## src/bdr_pkg.sv

```systemverilog
// Constants and helpers for the bridge driver serial register bank
package bdr_pkg;
    // Serial word layout
    localparam int WORD_BITS  = 16;
    localparam int ADDR_MSB   = 15;
    localparam int ADDR_LSB   = 12;
    localparam int WR_BIT     = 11;
    localparam int PAY_MSB    = 10;
    localparam int PAY_LSB    = 1;
    localparam logic [4:0] FRAME_BITS = 5'h10;
    localparam logic [4:0] CNT_SAT    = 5'h11;

    // Register addresses
    localparam logic [3:0] ADDR_CFG_OLWR   = 4'h4;
    localparam logic [3:0] ADDR_CFG_SENSE  = 4'h5;
    localparam logic [3:0] ADDR_VCMD_SUPP  = 4'h6;
    localparam logic [3:0] ADDR_VCMD_BRDG  = 4'h7;
    localparam logic [3:0] ADDR_VRES_CONN  = 4'h8;
    localparam logic [3:0] ADDR_VRES_STATE = 4'h9;
    localparam logic [3:0] ADDR_MASK_GATE  = 4'ha;
    localparam logic [3:0] ADDR_MASK_SUPP  = 4'hb;

    // Payload reset values (payload bit n is word bit n+1)
    localparam logic [9:0] CFG_OLWR_RST  = 10'h060;
    localparam logic [9:0] CFG_SENSE_RST = 10'h0f5;
    localparam logic [9:0] ZERO_RST      = 10'h000;

    // Writable payload bits of each register
    localparam logic [9:0] CFG_OLWR_WMASK  = 10'h3ff;
    localparam logic [9:0] CFG_SENSE_WMASK = 10'h1f7;
    localparam logic [9:0] VCMD_SUPP_WMASK = 10'h3fc;
    localparam logic [9:0] VCMD_BRDG_WMASK = 10'h3ef;
    localparam logic [9:0] MASK_GATE_WMASK = 10'h0cf;
    localparam logic [9:0] MASK_SUPP_WMASK = 10'h3cf;

    // Field positions within the payload
    localparam int AOL_POS = 9;
    localparam int EWD_POS = 8;
    localparam int OLI_POS = 7;
    localparam int VRG_POS = 6;
    localparam int VPT_MSB = 5;
    localparam int DOO_POS = 8;
    localparam int SAO_MSB = 7;
    localparam int SAO_LSB = 4;
    localparam int SAG_MSB = 2;
    localparam int OP_POS  = 9;

    // Odd parity over a whole word is correct when the XOR is one
    function automatic logic word_odd(input logic [15:0] w);
        return ^w;
    endfunction

    // Sense amplifier offset in millivolts per code
    function automatic logic [11:0] offset_mv(input logic [3:0] c);
        logic [11:0] r;
        r = 12'h000;
        if (c < 4'h2) begin
            r = 12'h000;
        end else if (c < 4'h4) begin
            r = 12'h064;
        end else if (c < 4'h8) begin
            r = 12'(({8'h00, c} - 12'h002) * 12'h064);
        end else if (c == 4'h8) begin
            r = 12'h2ee;
        end else begin
            r = 12'(({8'h00, c} - 12'h005) * 12'h0fa);
        end
        return r;
    endfunction

    // Sense amplifier gain per code
    function automatic logic [5:0] gain_of(input logic [2:0] c);
        if (c == 3'h7) begin
            return 6'h32;
        end
        return 6'(6'h0a + {3'h0, c} * 6'h05);
    endfunction
endpackage

```

## src/bdr_serial_regs.sv

```systemverilog
// Serial register bank: later config, verification and fault mask words
// Notes on behaviour
// - Bit 0 makes word parity odd
// - Serial error flag on bad previous transfer
// - On-state open-load enable: 0 off, 1 on
// - Watchdog enable: 0 inactive, 1 active
// - Test current select: 0 100uA, 1 400uA
// - Regulator select: 0 8V, 1 13V, default 1
// - Phase threshold code n gives n/64
// - Offset code maps to fixed millivolt table
// - Gain code 0-6 gives 10-40, 7 gives 50
// - Off-state open-load disable: 1 turns detection off
// - Monitor verification bits: 1 active
// - Phase select routes off-state check A/B
// - Writing 1 starts bridge verification check
// - Connect result word is read-only status
// - State result word is read-only status
// - Gate mask bits: 1 disables fault detection
// - Supply/drain mask bits: 1 disables detection
// - Reset loads every payload default
`timescale 1ns/1ps
`default_nettype none
module bdr_serial_regs (
    input  wire logic        mclk_in,
    input  wire logic        rst_b_in,
    input  wire logic        sck_in,
    input  wire logic        cs_b_in,
    input  wire logic        sdi_in,
    output logic             sdo_out,
    output logic             sdo_oe_out,
    output logic             serial_error_flag_out,
    output logic             onstate_openload_enable_out,
    output logic             enable_input_watchdog_on_out,
    output logic             offstate_test_current_select_out,
    output logic             regulator_level_select_out,
    output logic [5:0]       phase_threshold_code_out,
    output logic             offstate_openload_disable_out,
    output logic [3:0]       sense_offset_code_out,
    output logic [11:0]      sense_offset_mv_out,
    output logic [2:0]       sense_gain_code_out,
    output logic [5:0]       sense_gain_out,
    output logic [7:0]       verify_monitor_out,
    output logic             offstate_phase_select_out,
    output logic [7:0]       verify_bridge_out,
    output logic [7:0]       verify_bridge_start_out,
    input  wire logic [4:0]  verify_result_connect_in,
    input  wire logic [2:0]  verify_result_state_in,
    output logic [5:0]       fault_mask_gate_out,
    output logic [7:0]       fault_mask_supply_drain_out
);
    // Whole module state in one record
    typedef struct packed {
        logic [1:0]      sck_sync;   // Link clock synchroniser
        logic [1:0]      cs_sync;    // Select synchroniser
        logic [1:0]      sdi_sync;   // Data synchroniser
        logic [1:0][4:0] conn_sync;  // Connect result synchroniser
        logic [1:0][2:0] state_sync; // State result synchroniser
        logic            sck_last;   // Previous synced clock level
        logic            cs_last;    // Previous synced select level
        logic [4:0]      bit_cnt;    // Bits taken this frame
        logic [15:0]     rx_word;    // Incoming shift register
        logic [15:0]     tx_word;    // Outgoing shift register
        logic [3:0]      rd_addr;    // Address answered next frame
        logic            ser_err;    // Last frame was bad
        logic            sdo_oe;     // Driving the output pin
        logic [9:0]      cfg_olwr;
        logic [9:0]      cfg_sense;
        logic [9:0]      vcmd_supp;
        logic [9:0]      vcmd_brdg;
        logic [9:0]      mask_gate;
        logic [9:0]      mask_supp;
        logic [7:0]      vstart;     // One-cycle check start
        logic [11:0]     off_mv;     // Decoded offset
        logic [5:0]      gain;       // Decoded gain
    } bdr_state_s;

    // Reset image; select idles high so no false frame start
    // Reset defaults
    localparam bdr_state_s RST_STATE = '{
        cs_sync:   2'h3,
        cs_last:   1'b1,
        cfg_olwr:  bdr_pkg::CFG_OLWR_RST,
        cfg_sense: bdr_pkg::CFG_SENSE_RST,
        off_mv:    bdr_pkg::offset_mv(bdr_pkg::CFG_SENSE_RST[7:4]),
        gain:      bdr_pkg::gain_of(bdr_pkg::CFG_SENSE_RST[2:0]),
        default:   '0
    };

    bdr_state_s q_ff;     // Registered state
    bdr_state_s nxt_q;    // Next state
    logic       sck_rise; // Synced link clock rising
    logic       sck_fall; // Synced link clock falling
    logic       cs_start; // Frame opens
    logic       cs_end;   // Frame closes
    logic       frm_good; // Closing frame is clean
    logic [3:0] w_addr;   // Address field of received word
    logic [9:0] w_pay;    // Payload field of received word
    logic [9:0] rd_pay;   // Payload of register to answer

    // Edges seen only from second synchroniser stage
    assign sck_rise = q_ff.sck_sync[1] & ~q_ff.sck_last;
    assign sck_fall = ~q_ff.sck_sync[1] & q_ff.sck_last;
    assign cs_start = ~q_ff.cs_sync[1] & q_ff.cs_last;
    assign cs_end   = q_ff.cs_sync[1] & ~q_ff.cs_last;
    assign w_addr = q_ff.rx_word[bdr_pkg::ADDR_MSB:bdr_pkg::ADDR_LSB];
    assign w_pay  = q_ff.rx_word[bdr_pkg::PAY_MSB:bdr_pkg::PAY_LSB];
    // Exactly 16 bits and odd parity
    assign frm_good = cs_end && (q_ff.bit_cnt == bdr_pkg::FRAME_BITS)
                      && bdr_pkg::word_odd(q_ff.rx_word);

    // Readback mux; unlisted addresses answer zero payload
    always_comb begin
        case (q_ff.rd_addr)
            bdr_pkg::ADDR_CFG_OLWR:  rd_pay = q_ff.cfg_olwr;
            bdr_pkg::ADDR_CFG_SENSE: rd_pay = q_ff.cfg_sense;
            bdr_pkg::ADDR_VCMD_SUPP: rd_pay = q_ff.vcmd_supp;
            bdr_pkg::ADDR_VCMD_BRDG: rd_pay = q_ff.vcmd_brdg;
            // Connect results from the analog side
            bdr_pkg::ADDR_VRES_CONN: rd_pay = {4'h0,
                q_ff.conn_sync[1][4:2], 1'b0, q_ff.conn_sync[1][1:0]};
            // State results from the analog side
            bdr_pkg::ADDR_VRES_STATE: rd_pay = {5'h00,
                q_ff.state_sync[1][2:1], 2'h0, q_ff.state_sync[1][0]};
            bdr_pkg::ADDR_MASK_GATE: rd_pay = q_ff.mask_gate;
            bdr_pkg::ADDR_MASK_SUPP: rd_pay = q_ff.mask_supp;
            default:                 rd_pay = 10'h000;
        endcase
    end

    // Next-state logic for the whole block
    always_comb begin
        nxt_q = q_ff;
        // Two-stage synchronisers for every outside input except the reset
        nxt_q.sck_sync   = {q_ff.sck_sync[0], sck_in};
        nxt_q.cs_sync    = {q_ff.cs_sync[0], cs_b_in};
        nxt_q.sdi_sync   = {q_ff.sdi_sync[0], sdi_in};
        nxt_q.conn_sync  = {q_ff.conn_sync[0], verify_result_connect_in};
        nxt_q.state_sync = {q_ff.state_sync[0], verify_result_state_in};
        nxt_q.sck_last   = q_ff.sck_sync[1];
        nxt_q.cs_last    = q_ff.cs_sync[1];
        nxt_q.vstart     = 8'h00;
        if (cs_start) begin
            // New frame: clear counter, load answer word
            nxt_q.bit_cnt = 5'h00;
            nxt_q.sdo_oe  = 1'b1;
            // Outgoing parity makes the word odd
            nxt_q.tx_word = {q_ff.rd_addr, 1'b0, rd_pay,
                ~(^{q_ff.rd_addr, rd_pay})};
        end else if (!q_ff.cs_sync[1]) begin
            if (sck_rise) begin
                // Take one bit, MSB first
                nxt_q.rx_word = {q_ff.rx_word[14:0], q_ff.sdi_sync[1]};
                // Saturate so long frames stay detectable
                if (q_ff.bit_cnt != bdr_pkg::CNT_SAT) begin
                    nxt_q.bit_cnt = q_ff.bit_cnt + 5'h01;
                end
            end else if (sck_fall) begin
                nxt_q.tx_word = {q_ff.tx_word[14:0], 1'b0};
            end
        end
        if (cs_end) begin
            nxt_q.sdo_oe = 1'b0;
            // Flag reflects the frame just closed
            nxt_q.ser_err = ~frm_good;
        end
        if (frm_good) begin
            nxt_q.rd_addr = w_addr;
            // Only flagged writes to writable words land
            if (q_ff.rx_word[bdr_pkg::WR_BIT]) begin
                case (w_addr)
                    bdr_pkg::ADDR_CFG_OLWR:
                        nxt_q.cfg_olwr = w_pay & bdr_pkg::CFG_OLWR_WMASK;
                    bdr_pkg::ADDR_CFG_SENSE:
                        nxt_q.cfg_sense = w_pay & bdr_pkg::CFG_SENSE_WMASK;
                    bdr_pkg::ADDR_VCMD_SUPP:
                        nxt_q.vcmd_supp = w_pay & bdr_pkg::VCMD_SUPP_WMASK;
                    bdr_pkg::ADDR_VCMD_BRDG: begin
                        nxt_q.vcmd_brdg = w_pay & bdr_pkg::VCMD_BRDG_WMASK;
                        // Start each check written as one
                        nxt_q.vstart = {w_pay[8:5], w_pay[3:0]};
                    end
                    bdr_pkg::ADDR_MASK_GATE:
                        nxt_q.mask_gate = w_pay & bdr_pkg::MASK_GATE_WMASK;
                    bdr_pkg::ADDR_MASK_SUPP:
                        nxt_q.mask_supp = w_pay & bdr_pkg::MASK_SUPP_WMASK;
                    // Result words and other addresses ignore writes
                    default: nxt_q.rd_addr = w_addr;
                endcase
            end
        end
        // Offset table, held in a flop for a clean output
        nxt_q.off_mv = bdr_pkg::offset_mv(
            nxt_q.cfg_sense[bdr_pkg::SAO_MSB:bdr_pkg::SAO_LSB]);
        nxt_q.gain = bdr_pkg::gain_of(nxt_q.cfg_sense[bdr_pkg::SAG_MSB:0]);
    end

    // State register with asynchronous reset
    always_ff @(posedge mclk_in or negedge rst_b_in) begin
        if (!rst_b_in) begin
            q_ff <= RST_STATE;
        end else begin
            q_ff <= nxt_q;
        end
    end

    // Pin and field outputs straight from state
    assign sdo_out                = q_ff.tx_word[15];
    assign sdo_oe_out             = q_ff.sdo_oe;
    assign serial_error_flag_out  = q_ff.ser_err;
    assign onstate_openload_enable_out = q_ff.cfg_olwr[bdr_pkg::AOL_POS];
    assign enable_input_watchdog_on_out = q_ff.cfg_olwr[bdr_pkg::EWD_POS];
    assign offstate_test_current_select_out =
        q_ff.cfg_olwr[bdr_pkg::OLI_POS];
    assign regulator_level_select_out = q_ff.cfg_olwr[bdr_pkg::VRG_POS];
    // Threshold code passed to the comparator DAC
    assign phase_threshold_code_out = q_ff.cfg_olwr[bdr_pkg::VPT_MSB:0];
    assign offstate_openload_disable_out = q_ff.cfg_sense[bdr_pkg::DOO_POS];
    assign sense_offset_code_out =
        q_ff.cfg_sense[bdr_pkg::SAO_MSB:bdr_pkg::SAO_LSB];
    assign sense_offset_mv_out   = q_ff.off_mv;
    assign sense_gain_code_out   = q_ff.cfg_sense[bdr_pkg::SAG_MSB:0];
    assign sense_gain_out        = q_ff.gain;
    assign verify_monitor_out    = q_ff.vcmd_supp[9:2];
    assign offstate_phase_select_out = q_ff.vcmd_brdg[bdr_pkg::OP_POS];
    assign verify_bridge_out = {q_ff.vcmd_brdg[8:5], q_ff.vcmd_brdg[3:0]};
    assign verify_bridge_start_out = q_ff.vstart;
    assign fault_mask_gate_out = {q_ff.mask_gate[7:6], q_ff.mask_gate[3:0]};
    assign fault_mask_supply_drain_out =
        {q_ff.mask_supp[9:6], q_ff.mask_supp[3:0]};
endmodule // bdr_serial_regs
`default_nettype wire

```

## config.mk

```make
export PLATFORM = sky130hd
export DESIGN_NAME = bdr_serial_regs
export DESIGN_NICKNAME = d
export VERILOG_FILES = /design/src/bdr_pkg.sv /design/src/bdr_serial_regs.sv
export SDC_FILE = /design/constraint.sdc
export NUM_CORES = 1
export LEC_CHECK = 0
export BUFFER_PORTS_ARGS = -buffer_cell sky130_fd_sc_hd__buf_2
export CAP_MARGIN = 20
export CORE_MARGIN = 3
export CORE_UTILIZATION = 61
export CTS_BUF_LIST = sky130_fd_sc_hd__clkbuf_4 sky130_fd_sc_hd__clkbuf_8
export CTS_CLUSTER_DIAMETER = 60
export DETAILED_ROUTE_END_ITERATION = 8
export PLACE_DENSITY = 0.83
export SYNTH_ARGS = -nofsm -noshare
export SYNTH_HDL_FRONTEND = slang
export SYNTH_SLANG_ARGS = --single-unit
export TNS_END_PERCENT = 100
```

## constraint.sdc

```tcl
create_clock -name mclk_in -period 8.3 [get_ports mclk_in]
set_input_delay 1.66 -clock mclk_in [delete_from_list [all_inputs] [get_ports mclk_in]]
set_output_delay 1.66 -clock mclk_in [all_outputs]
set_load 0.005 [all_outputs]
```

==> flow_summary.toml <==
[critical_path]
critPathSlowestCell = "fa_1"
crit_top_cell = "ha_1"
path_delay_family = "adder cells"
crit_chain = "inv_1, ha_1, xnor2_1, xnor3_1, xnor3_2, nand2_4, mux2_2, inv_1, ha_1, xor2_1, ha_1, ha_1, inv_1, fa_1, inv_1, fa_1, ha_1, a21oi_1, o21bai_1, a21oi_1, o21ai_0, xnor2_1, nand2_1, a21oi_1"
worst-setup-path-type = "reg -> reg"
critPathCaptureType = "flip-flop"
required_ns = 8.68
critPathLaunchType = "flip-flop"
worstPathArrival_ns = 6.99
cp_slowest_stage_delay_ns = 0.50
path_buf_inv = 4
worst-path-max-fanout = 13

[place]
numPortBuffers = 89
dpl.cell_count = 863
dpl_cell_area_mm2 = 0.00802
place_ws_ns = 1.75
routabilityCongestion = 0.846
dp_hpwl_um = 12600

[finish]
n_antenna_cell = 0
syn_to_final_growth_pct = 5.82
drive_gt1_frac = 0.293
final_cell_mix = "dfrtp_1, buf_2, ha_1, inv_1, mux2_2"
layout.cells.non_filler = 895
seqCellArea_mm2 = 0.00355
multiInputGateArea_mm2 = 0.00354
post-route-cell-area_mm2 = 0.00842
nets = 801
fill_cells = 975
final_common_cell = "dfrtp_1"

[sta]
max_freq_ghz = 0.151
layout_min_cycle_time_ns = 6.61
layout_worst_path_cycle_share = 0.797
fin_ws_ns = 1.69
slew_headroom = 0.322
skew_ns = 0.0170
tightestPinTransition_ns = 1.01
rsz0062_at_grt = "no"
fin_tns_setup_ns = 0
hold_viol_final = 0
setup_viol = 0
maxSlewViolCount = 0

[cts]
tritoncts = "yes"
clock_sinks = 141
cts_buffers = 17
clk_pin_slew_ns = 0.08
cts-resized-gates = 0
cts_root_buffer = "clkbuf_8"
htree_levels = 4
clkLatencyLatePin_ns = 0.45
ctsHoldBuffers = 0
clock_path_buffers = 2
post_cts_buffers = 0

[routing]
wl_per_cell_um = 19.6
first_iter_violations = 448
top_layer = "met4"
routed_wl_um = 17600
wl_met2_um = 8600
drcViolationCount = 0
first_pass_iters = 8
ant_nets = 0
route.met3.wl_um = 1180
vias = 5236
met1_length_um = 7350
viasPerCell = 5.85

[grt]
grt_max_degree = 81
grt.overflow.total = 0
grt_pass1_wl_um = 28600
grt_pass1_vias = 5578
track_usage = 0.256
antenna_found_initial = 0

[power_and_ir_drop]
sequentialPowerShare = 0.521
p_int_mw = 1.05
power_density_mw_per_mm2 = 172
combPwrFrac = 0.096
max-vdd-ir-drop_mv = 0.117
power.leakage_nw = 4.47
p_total_mw = 1.45
pwr-share-clk = 0.383
swShare = 0.275
p_sw_mw = 0.398

[job]
cap_violations = 0

[min_path]
hold_path_class = "reg -> reg"

[synthesis]
synth_seq_area_share = 0.446
async_flop_share = 1.00
avgSynthCellArea_um2 = 11.5
syn_inst = 693
syn_area_mm2 = 0.00796
synth_nets = 784
ys.flop_type = "dfrtp_1"
synth_cell_type_count = 59
synth_warnings = 0
synth_edf_count = 0
ys_seq_elements = 141

[die]
die_w_um = 120
dieArea_mm2 = 0.0145
core-area_mm2 = 0.0127
die_h_um = 120
initial_core_util = 0.628
io_pins = 91
rows = 41

[status]
status = "finished clean"
## kinds of logic after synthesis
kind of cell               synth area share
buffers and inverters                 0.109
other                              0.000471
xor gates and xnor gates             0.0564
muxes                                0.0772
adders and majority gates             0.138
DFF                                   0.446
AOI/OAI and AO/OA                     0.111
and+or+nand+nor                      0.0612
## layout make-up
class,instances,area share
clock inverters,14,0.0186
repair buffers,94,0.0581
well taps,172,0.0256
inverters,60,0.0267
flip-flops and latches,141,0.422
clock buffers,18,0.0287
multi-input cells,396,0.421
## stage by stage
step | util | hold slack [ns]
after global routing | 0.665 | 0.358
after floorplan | - | 0.331
after global placement | 0.633 | 0.333
final | 0.665 | 0.356
after detailed placement | 0.633 | 0.337
after CTS | 0.665 | 0.356
## layer usage
layer,GRT usage,vias to the layer above
met5,0,-
met4,0.108,0
met3,0.0650,36
met2,0.418,210
met1,0.328,2649
li1,-,2341
## worst paths after layout
path | slack (ns) | start | endpoint | cells after the start
setup / recovery | 1.69 | q_ff[122]$_DFFE_PN0P_ | sense_offset_mv_out[11]$_DFF_PN1_ | 24
hold / removal | 0.36 | nxt_q[148]$_DFF_PN0_ | q_ff[148]$_DFF_PN0_ | 0
setup reg to reg | 1.69 | q_ff[122]$_DFFE_PN0P_ | sense_offset_mv_out[11]$_DFF_PN1_ | 24
hold reg to reg | 0.36 | nxt_q[148]$_DFF_PN0_ | q_ff[148]$_DFF_PN0_ | 0
max in group asynchronous | 5.71 | rst_b_in | q_ff[111]$_DFFE_PN0P_ | 2
min in group asynchronous | 1.17 | rst_b_in | nxt_q[130]$_DFF_PN0_ | 1
## cells in the mapped netlist, drive strengths merged, types with 2 or more instances
cell,instances,area [µm²]
mux2,50,567
nand2b,3,18.8
and3,11,68.8
clkbuf,22,83.8
dfstp,19,499
a31oi,3,18.8
nand3,8,40.0
a222oi,16,160
xnor3,2,46.3
inv,60,225
a32oi,3,26.3
a21oi,15,75.1
and2,5,31.3
nand2,38,165
a221oi,5,56.3
a21o,14,105
dfrtp,122,3050
nand4,3,18.8
nor3,5,25.0
ha,62,776
o21ai,22,121
xor2,13,114
a22oi,6,45.0
xnor2,33,289
fa,16,320
buf,74,561
a22o,15,131
nor2,20,75.1
o21bai,2,15.0
mux2i,4,47.6
a211oi,6,45.0
## power groups by stage
stage	combinational (mW)	clock [mW]	sequential, mW
finish	0.139	0.554	0.755
global placement	0.131	0	0.765
detailed placement	0.137	0	0.767
global route	0.153	0.594	0.758
CTS	0.138	0.560	0.753
floorplan	0.121	0	0.737
## flip-flops by register name, indices dropped and copies added, names as in the netlist, 3 cells and up
name and cells:
verify_bridge_out 8, sense_gain_out 6, sense_offset_mv_out 11, verify_monitor_out 8
sense_gain_code_out 3, sense_offset_code_out 4, fault_mask_gate_out 6, nxt_q 13
q_ff 51, fault_mask_supply_drain_out 8, verify_bridge_start_out 8, phase_threshold_code_out 6
## worst reg2reg max path, stage by stage (launching register included)
cell and delay (ns):
dfrtp_1 0.40, inv_1 0.08, ha_1 0.30, xnor2_1 0.16, xnor3_1 0.43, xnor3_2 0.47, nand2_4 0.21, mux2_2 0.45
inv_1 0.13, ha_1 0.38, xor2_1 0.49, ha_1 0.34, ha_1 0.27, inv_1 0.05, fa_1 0.50, inv_1 0.05
fa_1 0.46, ha_1 0.35, a21oi_1 0.23, o21bai_1 0.09, a21oi_1 0.21, o21ai_0 0.14, xnor2_1 0.16, nand2_1 0.07
a21oi_1 0.14
Power figures use the tool's default switching activity.
